<file path="config.mk">
export PLATFORM = sky130hd
export DESIGN_NAME = dtm_dynamic_floor
export DESIGN_NICKNAME = d
export VERILOG_FILES = /design/src/common/dtm_pkg.sv /design/src/hw/dtm_dynamic_floor.sv
export SDC_FILE = /design/constraint.sdc
export NUM_CORES = 1
export LEC_CHECK = 0
export BUFFER_PORTS_ARGS = -buffer_cell sky130_fd_sc_hd__buf_4
export CAP_MARGIN = 20
export CORE_ASPECT_RATIO = 0.6
export CORE_MARGIN = 4
export CORE_UTILIZATION = 58
export DETAILED_ROUTE_END_ITERATION = 7
export PLACE_DENSITY = 0.86
export SYNTH_ARGS = -nofsm -noshare
export SYNTH_HDL_FRONTEND = slang
export SYNTH_SLANG_ARGS = --single-unit
</file>
<file path="constraint.sdc">
create_clock -name i_mclk -period 5.4 [get_ports i_mclk]
set_clock_uncertainty 0.1 [all_clocks]
set_input_delay 0.27 -clock i_mclk [delete_from_list [all_inputs] [get_ports i_mclk]]
set_output_delay 0.27 -clock i_mclk [all_outputs]
set_load 0.05 [all_outputs]
</file>
<file path="src/common/dtm_pkg.sv">
package dtm_pkg;

    // register offsets (byte addresses on the 8-bit register port)
    localparam logic [7:0] CPU_IFACE_OPERATING_POINT_ADDR = 8'h8A;
    localparam logic [7:0] REMOTE1_OPERATING_POINT_ADDR = 8'h8B;
    localparam logic [7:0] LOCAL_OPERATING_POINT_ADDR = 8'h8C;
    localparam logic [7:0] REMOTE2_OPERATING_POINT_ADDR = 8'h8D;
    localparam logic [7:0] DYNAMIC_FLOOR_CONTROL_ONE_ADDR = 8'h8E;

    // power-on values
    localparam logic [7:0] CPU_IFACE_OPERATING_POINT_RST = 8'hFB;
    localparam logic [7:0] CHANNEL_OPERATING_POINT_RST = 8'h64;
    localparam logic [7:0] DYNAMIC_FLOOR_CONTROL_ONE_RST = 8'h00;
    localparam logic [7:0] TMIN_RST = 8'h00;
    localparam logic [7:0] UNMAPPED_READ_VALUE = 8'h00;

    // fields of dynamic_floor_control_one
    localparam int REMOTE2_CYCLE_CODE_MSB_BIT = 0;
    localparam int CORE_VOLT_LOW_OPTION_BIT = 1;
    localparam int CAPTURE_ENABLE_BASE_BIT = 2;
    localparam int DYNAMIC_ENABLE_BASE_BIT = 5;

    // channel order used by every per-channel vector
    localparam int CHANNELS = 3;
    localparam int CH_REMOTE1 = 0;
    localparam int CH_LOCAL = 1;
    localparam int CH_REMOTE2 = 2;

    // adjustment spacing in monitoring cycles for cycle code 000
    localparam logic [11:0] DECREASE_BASE_CYCLES = 12'h008;
    localparam logic [11:0] INCREASE_BASE_CYCLES = 12'h010;

    // monitoring cycle period and its length in i_mclk cycles
    localparam int CLK_PERIOD_NS = 20;
    localparam int MONITOR_CYCLE_MS = 125;
    localparam int MONITOR_CYCLE_CLKS = (MONITOR_CYCLE_MS * 1000000) / CLK_PERIOD_NS;

    typedef enum logic [0:0] {
        PROT_NORMAL = 1'b0,
        PROT_CORE_LOW = 1'b1
    } dtm_prot_type;

endpackage

</file>
<file path="src/hw/dtm_dynamic_floor.sv">
// The strobed register port was decided locally.
`timescale 1ns/1ps

module dtm_dynamic_floor
    import dtm_pkg::*;
#(
    parameter int MON_CYCLE_CLKS = MONITOR_CYCLE_CLKS
)
(
    input wire logic i_mclk,
    input wire logic i_rst,
    input wire logic [7:0] i_addr,
    input wire logic [7:0] i_wdata,
    input wire logic i_wr,
    input wire logic i_rd,
    output logic [7:0] o_rdata,
    input wire logic i_lock,
    input wire logic i_thermal_limit_input_n,
    input wire logic [2:0][7:0] i_temp,
    input wire logic [2:0][7:0] i_prog_tmin,
    input wire logic [2:0][7:0] i_zone_low,
    input wire logic [2:0][7:0] i_zone_high,
    input wire logic [2:0] i_remote1_cycle_code,
    input wire logic [2:0] i_local_cycle_code,
    input wire logic [1:0] i_remote2_cycle_code_low,
    input wire logic i_standby_supply,
    input wire logic [7:0] i_core_voltage,
    input wire logic [7:0] i_core_voltage_low_limit,
    input wire logic i_alert_enable,
    output logic [2:0][7:0] o_tmin,
    output logic [2:0] o_dynamic_active,
    output logic o_core_low_active,
    output logic o_status1_core_low_set,
    output logic o_alert,
    output logic o_processor_hot_monitor_enable,
    output logic o_shutdown_block
);

    if (MON_CYCLE_CLKS < 2 || MON_CYCLE_CLKS > 16777215)
    begin : g_bad_param
        $error("MON_CYCLE_CLKS must lie between 2 and 2**24-1");
    end

    // monitoring cycles between adjustments for a cycle code
    function automatic logic [11:0] dtm_spacing(input logic [2:0] code, input logic up);
        dtm_spacing = up ? (INCREASE_BASE_CYCLES << code) : (DECREASE_BASE_CYCLES << code);
    endfunction

    // thermal-limit pin: two flops, then edge detect on the second
    logic thermal_limit_input_meta;
    logic thermal_limit_input_sync;
    logic thermal_limit_input_prev;
    logic thermal_limit_input_assert;

    always_ff @(posedge i_mclk or posedge i_rst)
    begin
        if (i_rst)
        begin
            thermal_limit_input_meta <= 1'b1;
            thermal_limit_input_sync <= 1'b1;
            thermal_limit_input_prev <= 1'b1;
        end
        else
        begin
            thermal_limit_input_meta <= i_thermal_limit_input_n;
            thermal_limit_input_sync <= thermal_limit_input_meta;
            thermal_limit_input_prev <= thermal_limit_input_sync;
        end
    end

    // pin is active low: assertion is the falling edge
    assign thermal_limit_input_assert = thermal_limit_input_prev & ~thermal_limit_input_sync;

    // monitoring-cycle enable pulse
    logic [23:0] mon_cnt;
    logic [23:0] next_mon_cnt;
    logic mon_tick;
    logic next_mon_tick;

    always_comb
    begin
        next_mon_tick = 1'b0;
        next_mon_cnt = mon_cnt + 24'h000001;
        if (mon_cnt == 24'(MON_CYCLE_CLKS - 1))
        begin
            next_mon_cnt = 24'h000000;
            next_mon_tick = 1'b1;
        end
    end

    always_ff @(posedge i_mclk or posedge i_rst)
    begin
        if (i_rst)
        begin
            mon_cnt <= 24'h000000;
            mon_tick <= 1'b0;
        end
        else
        begin
            mon_cnt <= next_mon_cnt;
            mon_tick <= next_mon_tick;
        end
    end

    // register file
    logic [3:0][7:0] op_point;
    logic [3:0][7:0] next_op_point;
    logic [7:0] dyn_ctrl;
    logic [7:0] next_dyn_ctrl;
    logic [7:0] next_rdata;
    logic wr_ok;

    assign wr_ok = i_wr & ~i_lock;

    always_comb
    begin
        next_op_point = op_point;
        next_dyn_ctrl = dyn_ctrl;
        if (wr_ok)
        begin
            case (i_addr)
                CPU_IFACE_OPERATING_POINT_ADDR: next_op_point[0] = i_wdata;
                REMOTE1_OPERATING_POINT_ADDR: next_op_point[1] = i_wdata;
                LOCAL_OPERATING_POINT_ADDR: next_op_point[2] = i_wdata;
                REMOTE2_OPERATING_POINT_ADDR: next_op_point[3] = i_wdata;
                DYNAMIC_FLOOR_CONTROL_ONE_ADDR: next_dyn_ctrl = i_wdata;
                default: next_dyn_ctrl = dyn_ctrl;
            endcase
        end
        // capture is applied after the write so a same-cycle assertion wins
        for (int c = 0; c < CHANNELS; c++)
        begin
            if (thermal_limit_input_assert && dyn_ctrl[CAPTURE_ENABLE_BASE_BIT + c])
            begin
                next_op_point[c + 1] = i_temp[c];
            end
        end
    end

    always_comb
    begin
        case (i_addr)
            CPU_IFACE_OPERATING_POINT_ADDR: next_rdata = op_point[0];
            REMOTE1_OPERATING_POINT_ADDR: next_rdata = op_point[1];
            LOCAL_OPERATING_POINT_ADDR: next_rdata = op_point[2];
            REMOTE2_OPERATING_POINT_ADDR: next_rdata = op_point[3];
            DYNAMIC_FLOOR_CONTROL_ONE_ADDR: next_rdata = dyn_ctrl;
            default: next_rdata = UNMAPPED_READ_VALUE;
        endcase
        if (!i_rd)
        begin
            next_rdata = UNMAPPED_READ_VALUE;
        end
    end

    always_ff @(posedge i_mclk or posedge i_rst)
    begin
        if (i_rst)
        begin
            op_point[0] <= CPU_IFACE_OPERATING_POINT_RST;
            op_point[1] <= CHANNEL_OPERATING_POINT_RST;
            op_point[2] <= CHANNEL_OPERATING_POINT_RST;
            op_point[3] <= CHANNEL_OPERATING_POINT_RST;
            dyn_ctrl <= DYNAMIC_FLOOR_CONTROL_ONE_RST;
            o_rdata <= UNMAPPED_READ_VALUE;
        end
        else
        begin
            op_point <= next_op_point;
            dyn_ctrl <= next_dyn_ctrl;
            o_rdata <= next_rdata;
        end
    end

    // core-voltage-low protection
    dtm_prot_type prot_state;
    dtm_prot_type next_prot_state;
    logic core_low_cond;
    logic core_high_cond;
    logic next_status_set;

    assign core_low_cond = dyn_ctrl[CORE_VOLT_LOW_OPTION_BIT] & i_standby_supply
        & (i_core_voltage < i_core_voltage_low_limit);
    assign core_high_cond = i_core_voltage > i_core_voltage_low_limit;

    always_comb
    begin
        next_prot_state = prot_state;
        next_status_set = 1'b0;
        case (prot_state)
            PROT_NORMAL:
            begin
                if (core_low_cond)
                begin
                    next_prot_state = PROT_CORE_LOW;
                    next_status_set = 1'b1;
                end
            end
            PROT_CORE_LOW:
            begin
                // equal to the limit holds protection; only a rise above ends it
                if (core_high_cond)
                begin
                    next_prot_state = PROT_NORMAL;
                end
            end
            default: next_prot_state = PROT_NORMAL;
        endcase
    end

    always_ff @(posedge i_mclk or posedge i_rst)
    begin
        if (i_rst)
        begin
            prot_state <= PROT_NORMAL;
            o_status1_core_low_set <= 1'b0;
            o_core_low_active <= 1'b0;
            o_alert <= 1'b0;
            o_processor_hot_monitor_enable <= 1'b1;
            o_shutdown_block <= 1'b0;
        end
        else
        begin
            prot_state <= next_prot_state;
            o_status1_core_low_set <= next_status_set;
            o_core_low_active <= next_prot_state == PROT_CORE_LOW;
            o_alert <= (next_prot_state == PROT_CORE_LOW) & i_alert_enable;
            o_processor_hot_monitor_enable <= next_prot_state == PROT_NORMAL;
            o_shutdown_block <= next_prot_state == PROT_CORE_LOW;
        end
    end

    // per-channel floor adjustment
    logic [2:0][2:0] cycle_code;

    assign cycle_code[CH_REMOTE1] = i_remote1_cycle_code;
    assign cycle_code[CH_LOCAL] = i_local_cycle_code;
    assign cycle_code[CH_REMOTE2] =
        {dyn_ctrl[REMOTE2_CYCLE_CODE_MSB_BIT], i_remote2_cycle_code_low};

    for (genvar c = 0; c < CHANNELS; c++)
    begin : g_chan
        logic [11:0] wait_cnt;
        logic [11:0] next_wait_cnt;
        logic [7:0] next_tmin;
        logic enabled;
        logic active;
        logic [7:0] temp;
        logic [7:0] point;

        assign temp = i_temp[c];
        assign point = op_point[c + 1];
        assign enabled = dyn_ctrl[DYNAMIC_ENABLE_BASE_BIT + c];
        assign active = enabled & (prot_state == PROT_NORMAL);

        always_comb
        begin
            next_tmin = o_tmin[c];
            next_wait_cnt = wait_cnt;
            if (!enabled)
            begin
                // plain automatic control runs on the programmed floor
                next_tmin = i_prog_tmin[c];
                next_wait_cnt = 12'h000;
            end
            else if (active && mon_tick)
            begin
                if (wait_cnt != 12'hFFF)
                begin
                    next_wait_cnt = wait_cnt + 12'h001;
                end
                // too hot: lower the floor so fans start earlier
                if ((temp > point || temp >= i_zone_high[c]) && o_tmin[c] != 8'h00
                    && wait_cnt >= dtm_spacing(cycle_code[c], 1'b0) - 12'h001)
                begin
                    next_tmin = o_tmin[c] - 8'h01;
                    next_wait_cnt = 12'h000;
                end
                // well below the zone: raise the floor, never above the point
                else if (temp < i_zone_low[c] && o_tmin[c] < point
                    && wait_cnt >= dtm_spacing(cycle_code[c], 1'b1) - 12'h001)
                begin
                    next_tmin = o_tmin[c] + 8'h01;
                    next_wait_cnt = 12'h000;
                end
            end
            // while protected an enabled channel's floor and count freeze
        end

        always_ff @(posedge i_mclk or posedge i_rst)
        begin
            if (i_rst)
            begin
                o_tmin[c] <= TMIN_RST;
                wait_cnt <= 12'h000;
                o_dynamic_active[c] <= 1'b0;
            end
            else
            begin
                o_tmin[c] <= next_tmin;
                wait_cnt <= next_wait_cnt;
                o_dynamic_active[c] <= enabled & (next_prot_state == PROT_NORMAL);
            end
        end
    end

endmodule // dtm_dynamic_floor

</file>
# After elaboration in Yosys (flattened, before gate mapping)
# Index checks and enable logic that the tools add are counted.
# op_classes
eq_ne	18
add_sub_neg	16
n_shift	6
magnitude_cmp	20
n_reduce_logical	41
bitwise_logic	15
n_mux	43
# ops
op	n
$mux 12	15
$mux 8	20
$ge 12x12->1	6
$sub 12x1->12 const B	6
$lt 8x8->1	7
$eq 8x8->1 const B	5
$pmux 8 s5	1
$add 12x1->12 const B	3
$ne 12x12->1 const B	3
$shl 4x3->12 const A	3
$shl 5x3->12 const A	3
$gt 8x8->1	4
$mux 32	1
$add 24x1->24 const B	1
$add 8x1->8 const B	3
$eq 24x23->1 const B	1
$ge 8x8->1	3
$mux 24	1
$reduce_bool 8->1	3
$sub 8x1->8 const B	3
$reduce_and 2->1	11
$logic_and 1x1->1	18
$ne 4x1->1 const B	3
$reduce_bool 2->1	6
7 further kinds	29
# word_totals
out_inout_bits	40
wordCells	183
reg_bits	143
in_bits	144

# Longest topological paths before layout
# depth
ltp_word	8
mapped_depth	25
depth_no_buf	23

# Worst setup path before layout
# OpenSTA, ideal clock, no wires.
# synth_path
path_type	reg-to-reg
start	register dyn_ctrl[0]
end	register o_tmin[23] (netlist name)
setup_ps	142
required_ps	5158
path_stages_with_launch	22
arrival_time_ps	4254
period_less_slack_ps	4497
n_path_buf	2
path_slack_ps	903
cell_sequence	dfrtp_1 clkbuf_2 or3_1 ha_1 clkbuf_2 a21o_1 a21oi_1 ha_1 a21oi_1 nand3_1 a2111oi_0 a31oi_1 and2_1 ha_1 a21o_1 a21oi_1 o21ai_0 o41a_1 nor2_1 nand3_1 o2111ai_1 o221ai_1
# synth_via
elab_chain_len	7
word_cells_on_any_way	13
classes_between	add/sub: 2; order compare: 2; eq/ne: 1; shift: 2; mux: 3; reduce/logical: 3
# synth_lines
item	line	text
from (decl)	dtm_dynamic_floor.sv:108	logic [7:0] dyn_ctrl;
from (signal assigned)	dtm_dynamic_floor.sv:170	dyn_ctrl <= next_dyn_ctrl;
$shl 4x3->12	-	
$sub 12x1->12	dtm_dynamic_floor.sv:274	&& wait_cnt >= dtm_spacing(cycle_code[c], 1'b0) - 12'h001)
$ge 12x12->1	dtm_dynamic_floor.sv:274	
$logic_and 1x1->1	dtm_dynamic_floor.sv:274	
$mux 8	dtm_dynamic_floor.sv:273	if ((temp > point || temp >= i_zone_high[c]) && o_tmin[c] != 8'h00
$mux 8	dtm_dynamic_floor.sv:266	else if (active && mon_tick)
$mux 8	dtm_dynamic_floor.sv:260	if (!enabled)
to (signal, indexed assignment)	dtm_dynamic_floor.sv:300	o_tmin[c] <= next_tmin;
to (decl)	dtm_dynamic_floor.sv:30	output logic [2:0][7:0] o_tmin,
# Parallel ways exist; a longest one is shown, timed or not. The select of a mux whose other input is x is not followed.
# A chain may end at the register's enable or synchronous reset.

# Worst setup path in the final report
# Same ends and word-level chain as after synthesis.

==> impl_metrics.toml <==
[yosys]
avgSynthCellArea_um2 = 9.050
synthTopCellsByCount = "156 x ha_1, 123 x dfrtp_1, 118 x nor2_1, 110 x inv_1, 86 x a21oi_1"
synthesis.area_um2 = 11250
synth-edff-count = 0
synth_top_area_share_pct = 27.36
yosysSeqAreaShare_pct = 32.03
async_flop_share_pct = 100.0
ys.flop_type = "dfrtp_1"
synthDistinctLibCells = 75
synth.ff_latch_count = 143
syn_inst = 1243
synth_area_leaders = "dfrtp_1 27%, ha_1 17%, dfstp_2 4.7%, nor2_1 3.9%, a21oi_1 3.8%"
yosysWarningCount = 0
yosysMostFrequentCell = "ha_1"
synth_area_leader_cell = "dfrtp_1"

[finish]
n_antenna_cell = 0
multi_input_area_um2 = 7064
finalInstanceArea_um2 = 13590
finalNonFillerCells = 1691
area_growth_syn_to_layout_pct = 20.82
fill_cells = 1474
drive_gt1_share_pct = 20.42
seqCellArea_um2 = 3603
fin_nets = 1735

[placement]
gp_congestion = 0.9518
place_hpwl_mm = 23.87
io_buffers = 183
pre_cts_ws_ns = 0.3935
placed_cell_area_um2 = 12820
dp_cells = 1643

[run_status]
outcome = "finished clean"

[drt]
drc = 0
dr.pass1.iters = 5
drt_iter0_drc = 937
vias = 10110
drt-vias-per-instance = 5.976
drt-total-wl_mm = 31.48
wire_per_inst_um = 18.62
ant_nets = 0

[timing]
finalCritPeriodShare_pct = 93.89
rsz0062_at_grt = "false"
drv_slew = 0
fmax_mhz = 197.2
final.setup.worst_slack_ns = 0.3299
max_slew_margin_pct = 31.90
hold_viol = 0
final.setup.tns_ns = 0
finalSetupViolCount = 0
tightestPinTransition_ns = 1.013
period_minus_slack_ns = 5.070

[critical_path]
startpoint_type = "flip-flop"
crit_type = "reg -> reg"
reg2reg_depth = 19
ff2ff_setup_slack_ns = 0.33
critical_path_arrival_ns = 5.26
worstPathRequired_ns = 5.59
r2r_end = "o_tmin[23]"
r2r_start = "dyn_ctrl[0]"
worst-path-max-fanout = 9
endpoint_kind = "flip-flop"

[global_routing]
grt.overflow.total = 0
grt_pass1_vias = 9970
grt_pass1_wl_mm = 50.85
grt_antenna_before_repair = 0
grt_use_total_pct = 28.88
grt_max_degree = 114

[worst_hold_path]
holdPathEnd = "o_tmin[16]"
min_from = "i_prog_tmin[16]"
hold_class = "in -> reg"
whs_path_depth = 3

[die]
die_area_um2 = 21760
start_util_pct = 59.11
die_x_um = 187.8
ios = 184
core-area_um2 = 19030
rows = 39
die_y_um = 115.9

[clocking]
cts-root-buf = "clkbuf_16"
cts_sinks = 143
clk_pin_slew_ns = 0.07
clk_path_buf_depth = 2
htreeDepth = 4
post_cts_buffers = 0
tritoncts = "yes"
cts_buffers = 17
insertion_delay_ns = 0.43

[pwr]
power_leakage_nw = 6.705
ir_drop_mv = 0.1806
p_per_area_nw_per_um2 = 209.2

[job]
cap_violations = 0
==> timing repair <==
action,4_1_cts,5_1_grt
hold buffers,14,1
endpoints found under the hold margin,14,22
setup endpoints to repair,0,1
gates resized for setup,0,2
==> worst max-delay path, stage by stage (launching register included) <==
cell and delay [ns]:
dfrtp_1 0.45, or3_1 0.38, ha_1 0.31, a21o_1 0.20
a21oi_1 0.25, ha_1 0.30, a21oi_1 0.19, nand3_1 0.14
a2111oi_2 0.37, a31oi_1 0.12, and2_1 0.31, ha_1 0.32
a21o_1 0.18, a21oi_1 0.22, o21ai_0 0.20, o41a_1 0.37
nor2_1 0.09, nand3_1 0.13, o2111ai_1 0.15, o221ai_1 0.15
==> metal layers <==
layer	vias to the layer above	part of all wire (%)	GRT usage, %
li1	4804	-	-
met1	4768	47	43.11
met2	482	41	42.97
met3	52	10	6.352
met4	0	1.5	7.136
met5	-	0	0
==> layout make-up <==
type / count / area share (%)
multi-input cells: 953 / 51.97
flip-flops and latches: 143 / 26.51
repair buffers: 207 / 11.86
clock buffers: 17 / 3.130
inverters: 110 / 3.075
well taps: 246 / 2.265
clock inverters: 15 / 1.188
==> per-stage QoR <==
stage	util [%]	power (mW)	hold WS, ns
after global routing	71.42	2.959	0.02240
after floorplan	-	1.443	0.1745
final	71.42	2.843	0.01239
after CTS	71.19	2.841	0.0005544
after detailed placement	67.37	1.648	0.2503
after global placement	67.37	1.627	0.2489
==> state kept, by name (all words and copies together) (netlist names) <==
name / flops
mon_cnt: 24
o_alert: 1
thermal_limit_input_prev: 1
prot_state: 1
g_chan.wait_cnt: 36
g_chan.point: 24
o_tmin: 24
o_status1_core_low_set: 1
thermal_limit_input_meta: 1
o_processor_hot_monitor_enable: 1
o_dynamic_active: 3
op_point: 8
o_rdata: 8
mon_tick: 1
dyn_ctrl: 8
thermal_limit_input_sync: 1
==> cell families (layout without fill, tap and decap cells) <==
kind of cell	Yosys count	in the layout	share of synthesized area (%)
AO/OA/AOI/OAI	262	262	15.57
XOR/XNOR	71	71	5.528
adder cells (fa/ha/maj)	159	159	17.88
buffers and inverters	149	349	5.339
flip-flops	143	143	32.03
multiplexers	68	68	6.429
other	1	3	0.03333
AND/OR/NAND/NOR	390	390	17.18
==> power by group <==
part	switching (mW)	internal [mW]
registers	0.0354	1.10
logic	0.282	0.233
clock network	0.507	0.685
==> worst max path at each step <==
stage | startpoint | depth (start not counted) | slack [ns] | endpoint
after floorplan | dyn_ctrl[0] | 21 | 0.90 | o_tmin[23]
after global placement | i_remote1_cycle_code[1] | 20 | 0.65 | o_tmin[5]
after detailed placement | i_remote2_cycle_code_low[1] | 20 | 0.39 | o_tmin[23]
after CTS | dyn_ctrl[0] | 19 | 0.37 | o_tmin[23]
after global routing | dyn_ctrl[0] | 19 | 0.003 | o_tmin[23]
final | dyn_ctrl[0] | 19 | 0.33 | o_tmin[23]
==> cell usage in the layout (no fill, tap or decap), types with 5 or more instances in the layout <==
| cell type | Yosys | final |
|---|---|---|
| a21oi_1 | 86 | 86 |
| nor2_1 | 118 | 118 |
| nand2b_1 | 19 | 19 |
| ha_1 | 156 | 156 |
| dlygate4sd3_1 | 0 | 15 |
| inv_1 | 110 | 109 |
| nand4_1 | 32 | 32 |
| and3_1 | 12 | 12 |
| nor4_1 | 8 | 8 |
| buf_4 | 1 | 191 |
| clkbuf_16 | 0 | 17 |
| and2_1 | 8 | 8 |
| dfstp_2 | 20 | 20 |
| mux2_2 | 34 | 34 |
| nand2_1 | 78 | 78 |
| dfrtp_1 | 123 | 123 |
| a211o_1 | 7 | 7 |
| o21a_1 | 12 | 12 |
| a21o_1 | 30 | 30 |
| a211oi_1 | 7 | 7 |
| nand3_1 | 40 | 40 |
| mux2i_1 | 34 | 34 |
| nor3b_1 | 6 | 6 |
| o211ai_1 | 11 | 11 |
| a22oi_1 | 9 | 9 |
| nand4b_1 | 5 | 5 |
| xnor2_1 | 39 | 39 |
| xor2_1 | 32 | 32 |
| nor3_1 | 19 | 18 |
| nor2b_1 | 23 | 23 |
| or3_1 | 6 | 6 |
| o21ai_0 | 41 | 41 |
No activity file was read; power rests on OpenSTA's default activity.
